===== config.mk =====
export PLATFORM = sky130hd
export DESIGN_NAME = ssp_port
export DESIGN_NICKNAME = d
export VERILOG_FILES = /design/src/rtl/ssp_pkg.sv /design/src/rtl/ssp_clk_if.sv /design/src/rtl/ssp_clkgen.sv /design/src/rtl/ssp_port.sv
export VERILOG_INCLUDE_DIRS = /design/src /design/src/rtl
export SDC_FILE = /design/constraint.sdc
export NUM_CORES = 1
export LEC_CHECK = 0
export ABC_CLOCK_PERIOD_IN_PS = 2200
export BUFFER_PORTS_ARGS = -buffer_cell sky130_fd_sc_hd__buf_2
export CAP_MARGIN = 10
export CORE_ASPECT_RATIO = 2
export CORE_MARGIN = 2
export CORE_UTILIZATION = 52
export DETAILED_ROUTE_END_ITERATION = 16
export PLACE_DENSITY = 0.85
export SETUP_SLACK_MARGIN = 0.3
export SYNTH_ARGS = -nofsm -noshare
export SYNTH_HDL_FRONTEND = slang
export SYNTH_SLANG_ARGS = --single-unit

===== constraint.sdc =====
create_clock -name clk -period 2.2 [get_ports clk]
set_input_delay 0.44 -clock clk [delete_from_list [all_inputs] [get_ports clk]]
set_output_delay 0.44 -clock clk [all_outputs]
set_load 0.01 [all_outputs]

===== src/rtl/ssp_consts.svh =====
`ifndef SSP_CONSTS_SVH
`define SSP_CONSTS_SVH

// ************************************************************
// Byte framing.
// ************************************************************
`define SSP_BYTE_BITS 8
`define SSP_LAST_BIT 4'h8
`define SSP_DATA_RESET 8'h00

// ************************************************************
// Prescaler: half period of the shift clock is 2**rate cycles.
// ************************************************************
`define SSP_RATE_MAX 3'h6
`define SSP_DIV_W 7

`endif


===== src/rtl/ssp_pkg.sv =====
package ssp_pkg;

  typedef enum logic [0:0]
  {
    SSP_IDLE = 1'b0,
    SSP_RUN = 1'b1
  } ssp_state_t;

  typedef logic [7:0] ssp_byte_t;

endpackage


===== src/rtl/ssp_clk_if.sv =====
`timescale 1ns/10ps
`default_nettype none

interface ssp_clk_if;
  logic run;
  logic [2:0] rate;
  logic tick;

  modport gen
  (
    input run,
    input rate,
    output tick
  );

  modport user
  (
    output run,
    output rate,
    input tick
  );
endinterface

`default_nettype wire


===== src/rtl/ssp_clkgen.sv =====
`timescale 1ns/10ps
`default_nettype none
`include "ssp_consts.svh"

module ssp_clkgen
  import ssp_pkg::*;
(
  input wire logic clk,
  input wire logic rst,
  input wire logic ce,
  ssp_clk_if.gen cif
);

  // ************************************************************
  // Half-period divider.
  // ************************************************************
  logic [`SSP_DIV_W-1:0] cnt_reg;
  logic [`SSP_DIV_W-1:0] cnt_next;
  logic [`SSP_DIV_W-1:0] limit;
  logic [2:0] rate_eff;

  always_comb
  begin
    // Code seven has no rate of its own and falls back to the slowest.
    rate_eff = (cif.rate > `SSP_RATE_MAX) ? `SSP_RATE_MAX : cif.rate;
    limit = (`SSP_DIV_W'(1) << rate_eff) - `SSP_DIV_W'(1);
    cif.tick = cif.run && (cnt_reg == limit);
    if (!cif.run || cif.tick)
    begin
      cnt_next = '0;
    end
    else
    begin
      cnt_next = cnt_reg + `SSP_DIV_W'(1);
    end
  end

  always_ff @(posedge clk or posedge rst)
  begin
    if (rst)
    begin
      cnt_reg <= '0;
    end
    else if (ce)
    begin
      cnt_reg <= cnt_next;
    end
  end

endmodule

`default_nettype wire


===== src/rtl/ssp_port.sv =====
// What this block does
// - Runs as master or slave; master starts transfers.
// - Slave's eight-bit shift register forms ring with peer; master fills with zeros, receives into a second register.
// - Bytes shift out most significant bit first.
// - Four modes from clock polarity and phase.
// - Master shapes output clock by polarity only; phase sets just the data edges.
// - Slave accepts asynchronous clock, adjusted by settings.
// - Byte written from bus; receive double buffered.
// - Flags: done, write collision, mode fault.
// - Select pin is always an input.
// - Slave takes part only while selected low.
// - Master with sense enabled: select low faults.
// - Live select level always readable.
// - Pins switchable open-drain or direct drive.
// - Single-wire slave: shared data line, open-drain.
// - Transmit single buffered; receive copied after eight.
// - Data reads zero after reset.
`timescale 1ns/10ps
`default_nettype none
`include "ssp_consts.svh"

module ssp_port
  import ssp_pkg::*;
(
  input wire logic clk,
  input wire logic rst,
  input wire logic ce,
  input wire logic enable,
  input wire logic master_select_bit,
  input wire logic clock_polarity_bit,
  input wire logic clock_phase_bit,
  input wire logic select_sense_enable,
  input wire logic open_drain_enable,
  input wire logic master_output_drive_enable,
  input wire logic single_wire,
  input wire logic [2:0] rate_sel,
  input wire logic wr_stb,
  input wire logic [7:0] tx_rx_byte_field,
  output logic [7:0] rx_byte,
  input wire logic clr_done,
  input wire logic clr_write_collision_flag,
  input wire logic clr_mode_fault_flag,
  output logic transfer_done_flag,
  output logic write_collision_flag,
  output logic mode_fault_flag,
  output logic select_level,
  output logic busy,
  input wire logic sck_pin_i,
  output logic sck_pin_o,
  output logic sck_pin_oe,
  input wire logic master_out_slave_in_pin_i,
  output logic master_out_slave_in_pin_o,
  output logic master_out_slave_in_pin_oe,
  input wire logic master_in_slave_out_pin_i,
  output logic master_in_slave_out_pin_o,
  output logic master_in_slave_out_pin_oe,
  input wire logic select_n_pin
);

  // ************************************************************
  // Helpers.
  // ************************************************************
  function automatic ssp_byte_t shift_in(input ssp_byte_t sr, input logic b);
    shift_in = {sr[6:0], b};
  endfunction

  // Returns {level, enable}; open-drain pins only ever pull low.
  function automatic logic [1:0] pin_drive(input logic en, input logic od, input logic v);
    pin_drive = {od ? 1'b0 : v, en & (od ? ~v : 1'b1)};
  endfunction

  function automatic logic write_collision_flag_set_c(input logic m, input ssp_state_t st, input logic [3:0] c,
                                       input logic sel, input logic sense);
    // A write while a byte is moving would corrupt it, so it is dropped.
    if (m)
    begin
      write_collision_flag_set_c = (st == SSP_RUN);
    end
    else
    begin
      write_collision_flag_set_c = (c != 4'h0) || (sense && sel);
    end
  endfunction

  // ************************************************************
  // Input synchronisers.
  // ************************************************************
  // Every pin is asynchronous in slave mode, so all pass two flops.
  logic [3:0] sync1_reg;
  logic [3:0] sync2_reg;
  logic [3:0] sync1_next;
  logic [3:0] sync2_next;
  logic sck_s;
  logic mosi_s;
  logic miso_s;
  logic sel_n_s;

  always_comb
  begin
    sync1_next = {select_n_pin, master_in_slave_out_pin_i, master_out_slave_in_pin_i, sck_pin_i};
    sync2_next = sync1_reg;
  end

  always_ff @(posedge clk or posedge rst)
  begin
    if (rst)
    begin
      sync1_reg <= 4'hF;
      sync2_reg <= 4'hF;
    end
    else if (ce)
    begin
      sync1_reg <= sync1_next;
      sync2_reg <= sync2_next;
    end
  end

  assign sck_s = sync2_reg[0];
  assign mosi_s = sync2_reg[1];
  assign miso_s = sync2_reg[2];
  assign sel_n_s = sync2_reg[3];
  assign select_level = sel_n_s;

  // ************************************************************
  // Prescaler.
  // ************************************************************
  ssp_clk_if cif();
  ssp_state_t state_reg;
  ssp_state_t state_next;

  assign cif.run = (state_reg == SSP_RUN);
  assign cif.rate = rate_sel;

  ssp_clkgen u_clkgen
  (
    .clk(clk),
    .rst(rst),
    .ce(ce),
    .cif(cif)
  );

  // ************************************************************
  // Shift control.
  // ************************************************************
  ssp_byte_t sr_reg;
  ssp_byte_t sr_next;
  ssp_byte_t rx_reg;
  ssp_byte_t rx_next;
  logic samp_reg;
  logic samp_next;
  logic [3:0] cnt_reg;
  logic [3:0] cnt_next;
  logic phase_reg;
  logic phase_next;
  logic sck_prev_reg;
  logic sck_prev_next;
  logic done_reg;
  logic done_next;
  logic write_collision_flag_reg;
  logic write_collision_flag_next;
  logic mode_fault_flag_reg;
  logic mode_fault_flag_next;
  ssp_byte_t rsh_reg;
  ssp_byte_t rsh_next;
  logic [3:0] mcnt_reg;
  logic [3:0] mcnt_next;
  logic [2:0] mdly_reg;
  logic [2:0] mdly_next;
  logic is_master;
  logic slave_sel;
  logic fault;
  logic lead;
  logic trail;
  logic din;
  logic finish;

  always_comb
  begin
    is_master = enable & master_select_bit;
    slave_sel = enable & ~master_select_bit & ~sel_n_s;
    fault = is_master & select_sense_enable & ~sel_n_s;
    // Slave receives on the out/in line, which in single-wire use is the joined line.
    din = is_master ? miso_s : mosi_s;
    lead = 1'b0;
    trail = 1'b0;
    if (is_master)
    begin
      lead = cif.tick & ~phase_reg;
      trail = cif.tick & phase_reg;
    end
    else if (slave_sel)
    begin
      // Edges are found on the synchronised clock, so a slave's shift clock
      // must run well below a quarter of the system clock.
      lead = (sck_s != clock_polarity_bit) && (sck_prev_reg == clock_polarity_bit);
      trail = (sck_s == clock_polarity_bit) && (sck_prev_reg != clock_polarity_bit);
    end
  end

  always_comb
  begin
    state_next = state_reg;
    sr_next = sr_reg;
    rx_next = rx_reg;
    samp_next = samp_reg;
    cnt_next = cnt_reg;
    phase_next = phase_reg;
    sck_prev_next = sck_s;
    finish = 1'b0;
    if (state_reg == SSP_RUN && cif.tick)
    begin
      phase_next = ~phase_reg;
    end
    if (lead)
    begin
      samp_next = din;
    end
    rsh_next = rsh_reg;
    mcnt_next = mcnt_reg;
    // A master takes each returned bit three cycles after its trailing tick, because the clock
    // pin lags the tick by two flops and the bit comes back through two synchroniser flops.
    mdly_next = {mdly_reg[1:0], trail & is_master};
    if (trail)
    begin
      cnt_next = cnt_reg + 4'h1;
      if (is_master)
      begin
        if (!clock_phase_bit)
        begin
          sr_next = shift_in(sr_reg, 1'b0);
        end
        if (cnt_reg + 4'h1 == `SSP_LAST_BIT)
        begin
          cnt_next = 4'h0;
          state_next = SSP_IDLE;
        end
      end
      else
      begin
        // Phase zero samples on the leading edge; phase one on the trailing edge.
        sr_next = shift_in(sr_reg, clock_phase_bit ? din : samp_reg);
        if (cnt_reg + 4'h1 == `SSP_LAST_BIT)
        begin
          finish = 1'b1;
          cnt_next = 4'h0;
          rx_next = shift_in(sr_reg, clock_phase_bit ? din : samp_reg);
        end
      end
    end
    if (lead && is_master && clock_phase_bit && cnt_reg != 4'h0)
    begin
      // In phase one the next bit goes out on the leading edge.
      sr_next = shift_in(sr_reg, 1'b0);
    end
    if (mdly_reg[2])
    begin
      rsh_next = shift_in(rsh_reg, din);
      mcnt_next = mcnt_reg + 4'h1;
      if (mcnt_reg + 4'h1 == `SSP_LAST_BIT)
      begin
        finish = 1'b1;
        mcnt_next = 4'h0;
        rx_next = shift_in(rsh_reg, din);
      end
    end
    if (!is_master && !slave_sel)
    begin
      cnt_next = 4'h0;
    end
    if (fault || !is_master)
    begin
      mdly_next = 3'h0;
      mcnt_next = 4'h0;
      if (state_reg == SSP_RUN)
      begin
        state_next = SSP_IDLE;
        phase_next = 1'b0;
        cnt_next = 4'h0;
      end
    end
    if (wr_stb && !write_collision_flag_set_c(is_master, state_reg, cnt_reg, slave_sel, select_sense_enable))
    begin
      // The transmit byte goes straight into the shift register.
      sr_next = tx_rx_byte_field;
      if (is_master && !fault && !mode_fault_flag_reg && mdly_reg == 3'h0 && mcnt_reg == 4'h0)
      begin
        state_next = SSP_RUN;
        phase_next = 1'b0;
        cnt_next = 4'h0;
      end
    end
  end

  always_comb
  begin
    // A new event wins over a clear in the same cycle.
    done_next = finish | (done_reg & ~clr_done);
    write_collision_flag_next = (wr_stb & ~is_master & write_collision_flag_set_c(is_master, state_reg, cnt_reg, slave_sel,
                  select_sense_enable)) | (write_collision_flag_reg & ~clr_write_collision_flag);
    mode_fault_flag_next = fault | (mode_fault_flag_reg & ~clr_mode_fault_flag);
  end

  always_ff @(posedge clk or posedge rst)
  begin
    if (rst)
    begin
      state_reg <= SSP_IDLE;
      sr_reg <= `SSP_DATA_RESET;
      rx_reg <= `SSP_DATA_RESET;
      samp_reg <= 1'b0;
      cnt_reg <= 4'h0;
      phase_reg <= 1'b0;
      sck_prev_reg <= 1'b1;
      done_reg <= 1'b0;
      write_collision_flag_reg <= 1'b0;
      mode_fault_flag_reg <= 1'b0;
      rsh_reg <= `SSP_DATA_RESET;
      mcnt_reg <= 4'h0;
      mdly_reg <= 3'h0;
    end
    else if (ce)
    begin
      state_reg <= state_next;
      sr_reg <= sr_next;
      rx_reg <= rx_next;
      samp_reg <= samp_next;
      cnt_reg <= cnt_next;
      phase_reg <= phase_next;
      sck_prev_reg <= sck_prev_next;
      done_reg <= done_next;
      write_collision_flag_reg <= write_collision_flag_next;
      mode_fault_flag_reg <= mode_fault_flag_next;
      rsh_reg <= rsh_next;
      mcnt_reg <= mcnt_next;
      mdly_reg <= mdly_next;
    end
  end

  assign rx_byte = rx_reg;
  assign transfer_done_flag = done_reg;
  assign write_collision_flag = write_collision_flag_reg;
  assign mode_fault_flag = mode_fault_flag_reg;
  assign busy = (state_reg == SSP_RUN) || (cnt_reg != 4'h0) || (mdly_reg != 3'h0) || (mcnt_reg != 4'h0);

  // ************************************************************
  // Pin control.
  // ************************************************************
  logic [5:0] pin_reg;
  logic [5:0] pin_next;
  logic od;
  logic m_drive;
  logic [1:0] sck_d;
  logic [1:0] mosi_d;
  logic [1:0] miso_d;

  always_comb
  begin
    od = open_drain_enable | single_wire;
    // A faulted master lets go of the shared lines to end the contention.
    m_drive = is_master & master_output_drive_enable & ~mode_fault_flag_reg;
    sck_d = pin_drive(m_drive, od, clock_polarity_bit ^ phase_reg);
    mosi_d = pin_drive(m_drive, od, sr_reg[7]);
    miso_d = pin_drive(slave_sel, od, sr_reg[7]);
    if (single_wire)
    begin
      mosi_d = pin_drive(m_drive, 1'b1, sr_reg[7]);
    end
    pin_next = {sck_d, mosi_d, miso_d};
  end

  always_ff @(posedge clk or posedge rst)
  begin
    if (rst)
    begin
      pin_reg <= 6'h00;
    end
    else if (ce)
    begin
      pin_reg <= pin_next;
    end
  end

  assign sck_pin_o = pin_reg[5];
  assign sck_pin_oe = pin_reg[4];
  assign master_out_slave_in_pin_o = pin_reg[3];
  assign master_out_slave_in_pin_oe = pin_reg[2];
  assign master_in_slave_out_pin_o = pin_reg[1];
  assign master_in_slave_out_pin_oe = pin_reg[0];

endmodule

`default_nettype wire


==> impl_metrics.ini <==
[worst_setup_path]
reg2regPathDepth = 7
cpPeakStageDelay_ns = 0.39
critPathLaunchType = flip-flop
path_max_fanout = 8
cp-end-kind = flip-flop
crit_type = reg -> reg
reg2reg_setup_slack_ns = -0.06
timing.critical_path.buf_inv = 1
path_delay_family = compound AO/OA/AOI/OAI gates
worstPathArrival_ns = 2.48
worstPathCellList = a211o_1 -> a31o_1 -> a221oi_4 -> nand4_1 -> a31oi_4 -> buf_12 -> mux2_4
r2r-end = sr_reg[0]$_DFFE_PP0P_
cp_slowest_cell = dfrtp_1
r2r_start = u_clkgen.cnt_reg[2]$_DFFE_PP0P_
critPathRequiredTime_ns = 2.42

[sta]
setup_slack_ns = -0.0646
setup_viol = 11
hold_violations = 0
fin_crit_ns = 2.26
setup_tns_ns = -0.551
timing.final.crit_share_pct = 103
hold_slack_ns = 0.130
fin_skew_ns = 0.00514
tightest_slew_ns = 0.586
max_freq_mhz = 442
rsz0062_at_grt = true
max_slew_margin_pct = 59.8
report.final.slew_viol_count = 0

[route]
drc = 0
wirelength_um = 10200
vias = 3171
postRouteAntennaNets = 0
wire_per_inst_um = 19.7
vias_per_cell = 6.13
drtIter0Drc = 247
drtPass1Iterations = 5

[run_status]
status = finished with violations
violations = setup timing

[synthesis]
synth_top_area_share_pct = 39.6
syn_inst = 332
syn_nets = 368
ys_types = 60
async_flop_share_pct = 100
netlist_area_um2 = 3350
synth-seq-cells = 62
synth_edf_count = 0
synth_area_leaders = dfrtp_1, mux2_2, dfstp_2, o21ai_0, nand2_1
synth_warnings = 0
synth_flop_cell = dfrtp_1
synth.avg_cell_area_um2 = 10.1
synth_top_area_cell = dfrtp_1
yosysSeqAreaShare_pct = 46.6

[cts]
clock-sinks = 62
cts.clk_slew.worst_paths_ns = 0.05
numCtsBuffers = 9
cts_hold_buf = 0
cts_tree = done
clk_latency_ns = 0.34
htreeDepth = 3
cts_root_buf = clkbuf_16
ctsLongestPathBuffers = 2

[global_route]
grt-ovfl-total = 0
grt_usage_pct = 28.6
use_met1_pct = 33.0
grt.busiest_layer = met2
grt.met3_usage_pct = 6.59
grt_first_pass_wirelength_um = 15200
grtUsageMet2_pct = 47.2
antenna_found_initial = 0
grt_max_degree = 43
grt_pass1_vias = 3097

[power_and_ir_drop]
power_density_nw_per_um2 = 752
vdd_drop_max_v = 0.000555
p_leak_nw = 2.14

[placed_design]
port_buffers = 48
hpwl_um = 6370
dpl_cell_area_um2 = 3980
gp_congestion = 0.883

[layout]
final_common_cell = dfrtp_1
syn2layout_area_growth_pct = 41.1
mostFrequentLayoutCells = dfrtp_1, buf_2, buf_4
drive_above_1_share_pct = 46.9
finalNetCount = 462
fin_area_um2 = 4730
diodes = 0

[floorplanning]
row_count = 41
design.die.area_um2 = 7140
core_um2 = 6260
initial_core_util_pct = 53.6
ios = 49
die_h_um = 118
fp.dieW_um = 60.8

[min_path]
hold_class = in -> async

[flow_run]
drv_cap = 0
[cell families after synthesis]
family / share of synthesized area (%)
fa+ha+maj: 2.24
xor+xnor: 1.57
buf+inv: 4.93
mux: 10.3
simple gates: 13.7
flops: 46.6
compound gates: 20.6
[area by class of cell]
cell class	instances	area, um2
clock inverters	5	81.3
repair buffers	97	678
inverters	29	113
multi-input cells	227	1930
fillers	407	1530
flip-flops and latches	62	1560
well taps	86	108
clock buffers	11	253
[worst max-delay path by stage]
| stage | slack, ns | from | to | cells past startpoint |
|---|---|---|---|---|
| after floorplan | -0.08 | rate_sel[1] | sr_reg[0]$_DFFE_PP0P_ | 7 |
| after global placement | -0.22 | rate_sel[0] | sr_reg[2]$_DFFE_PP0P_ | 8 |
| after detailed placement | -0.27 | rate_sel[0] | sr_reg[0]$_DFFE_PP0P_ | 8 |
| after CTS | -0.09 | u_clkgen.cnt_reg[2]$_DFFE_PP0P_ | sr_reg[0]$_DFFE_PP0P_ | 7 |
| after global routing | -0.13 | u_clkgen.cnt_reg[2]$_DFFE_PP0P_ | cnt_reg[3]$_DFFE_PP0P_ | 9 |
| final | -0.06 | u_clkgen.cnt_reg[2]$_DFFE_PP0P_ | sr_reg[0]$_DFFE_PP0P_ | 7 |
[through the flow]
step	utilization [%]	total power, mW	cells	setup WS, ns
final	75.6	3.56	517	-0.0646
after global routing	75.6	3.68	517	-0.130
after CTS	72.4	3.52	511	-0.0885
after detailed placement	63.7	1.88	488	-0.272
after global placement	63.7	1.86	488	-0.222
after floorplan	-	1.68	332	-0.0832
[Yosys cell counts (all sizes together) (2+ instances only)]
library cell,number
dfrtp,53
nand2,31
inv,28
mux2,28
o21ai,27
nor2,13
a21oi,11
clkbuf,11
dfstp,9
o22ai,9
a22oi,8
nand3,8
nand4,7
o2bb2ai,7
ha,6
a31oi,5
nor3b,4
o211ai,4
a211o,3
buf,3
mux2i,3
nand2b,3
nor2b,3
nor4,3
o2111ai,3
or2,3
xnor2,3
xor2,3
a21boi,2
a21o,2
a221o,2
a31o,2
nand3b,2
[metal layers]
metal  wire [um]  share of wire, %  vias up
li1            -                 -     1405
met4         558               5.5        0
met2        5630                55      152
met1        3420                34     1565
met5           0                 0        -
met3         581               5.7       49
[timing repair]
item | in CTS | in global routing
pin swaps | 24 | 15
setup buffers | 7 | 6
setup endpoints to repair | 27 | 33
gates resized for setup | 36 | 34
[power breakdown]
group	switching, mW	total, mW	internal (mW)
Clock	0.518	1.57	1.05
Combinational	0.268	0.578	0.310
Sequential	0.130	1.41	1.28
Total	0.917	3.56	2.64
(Power assumes the default switching activity.)
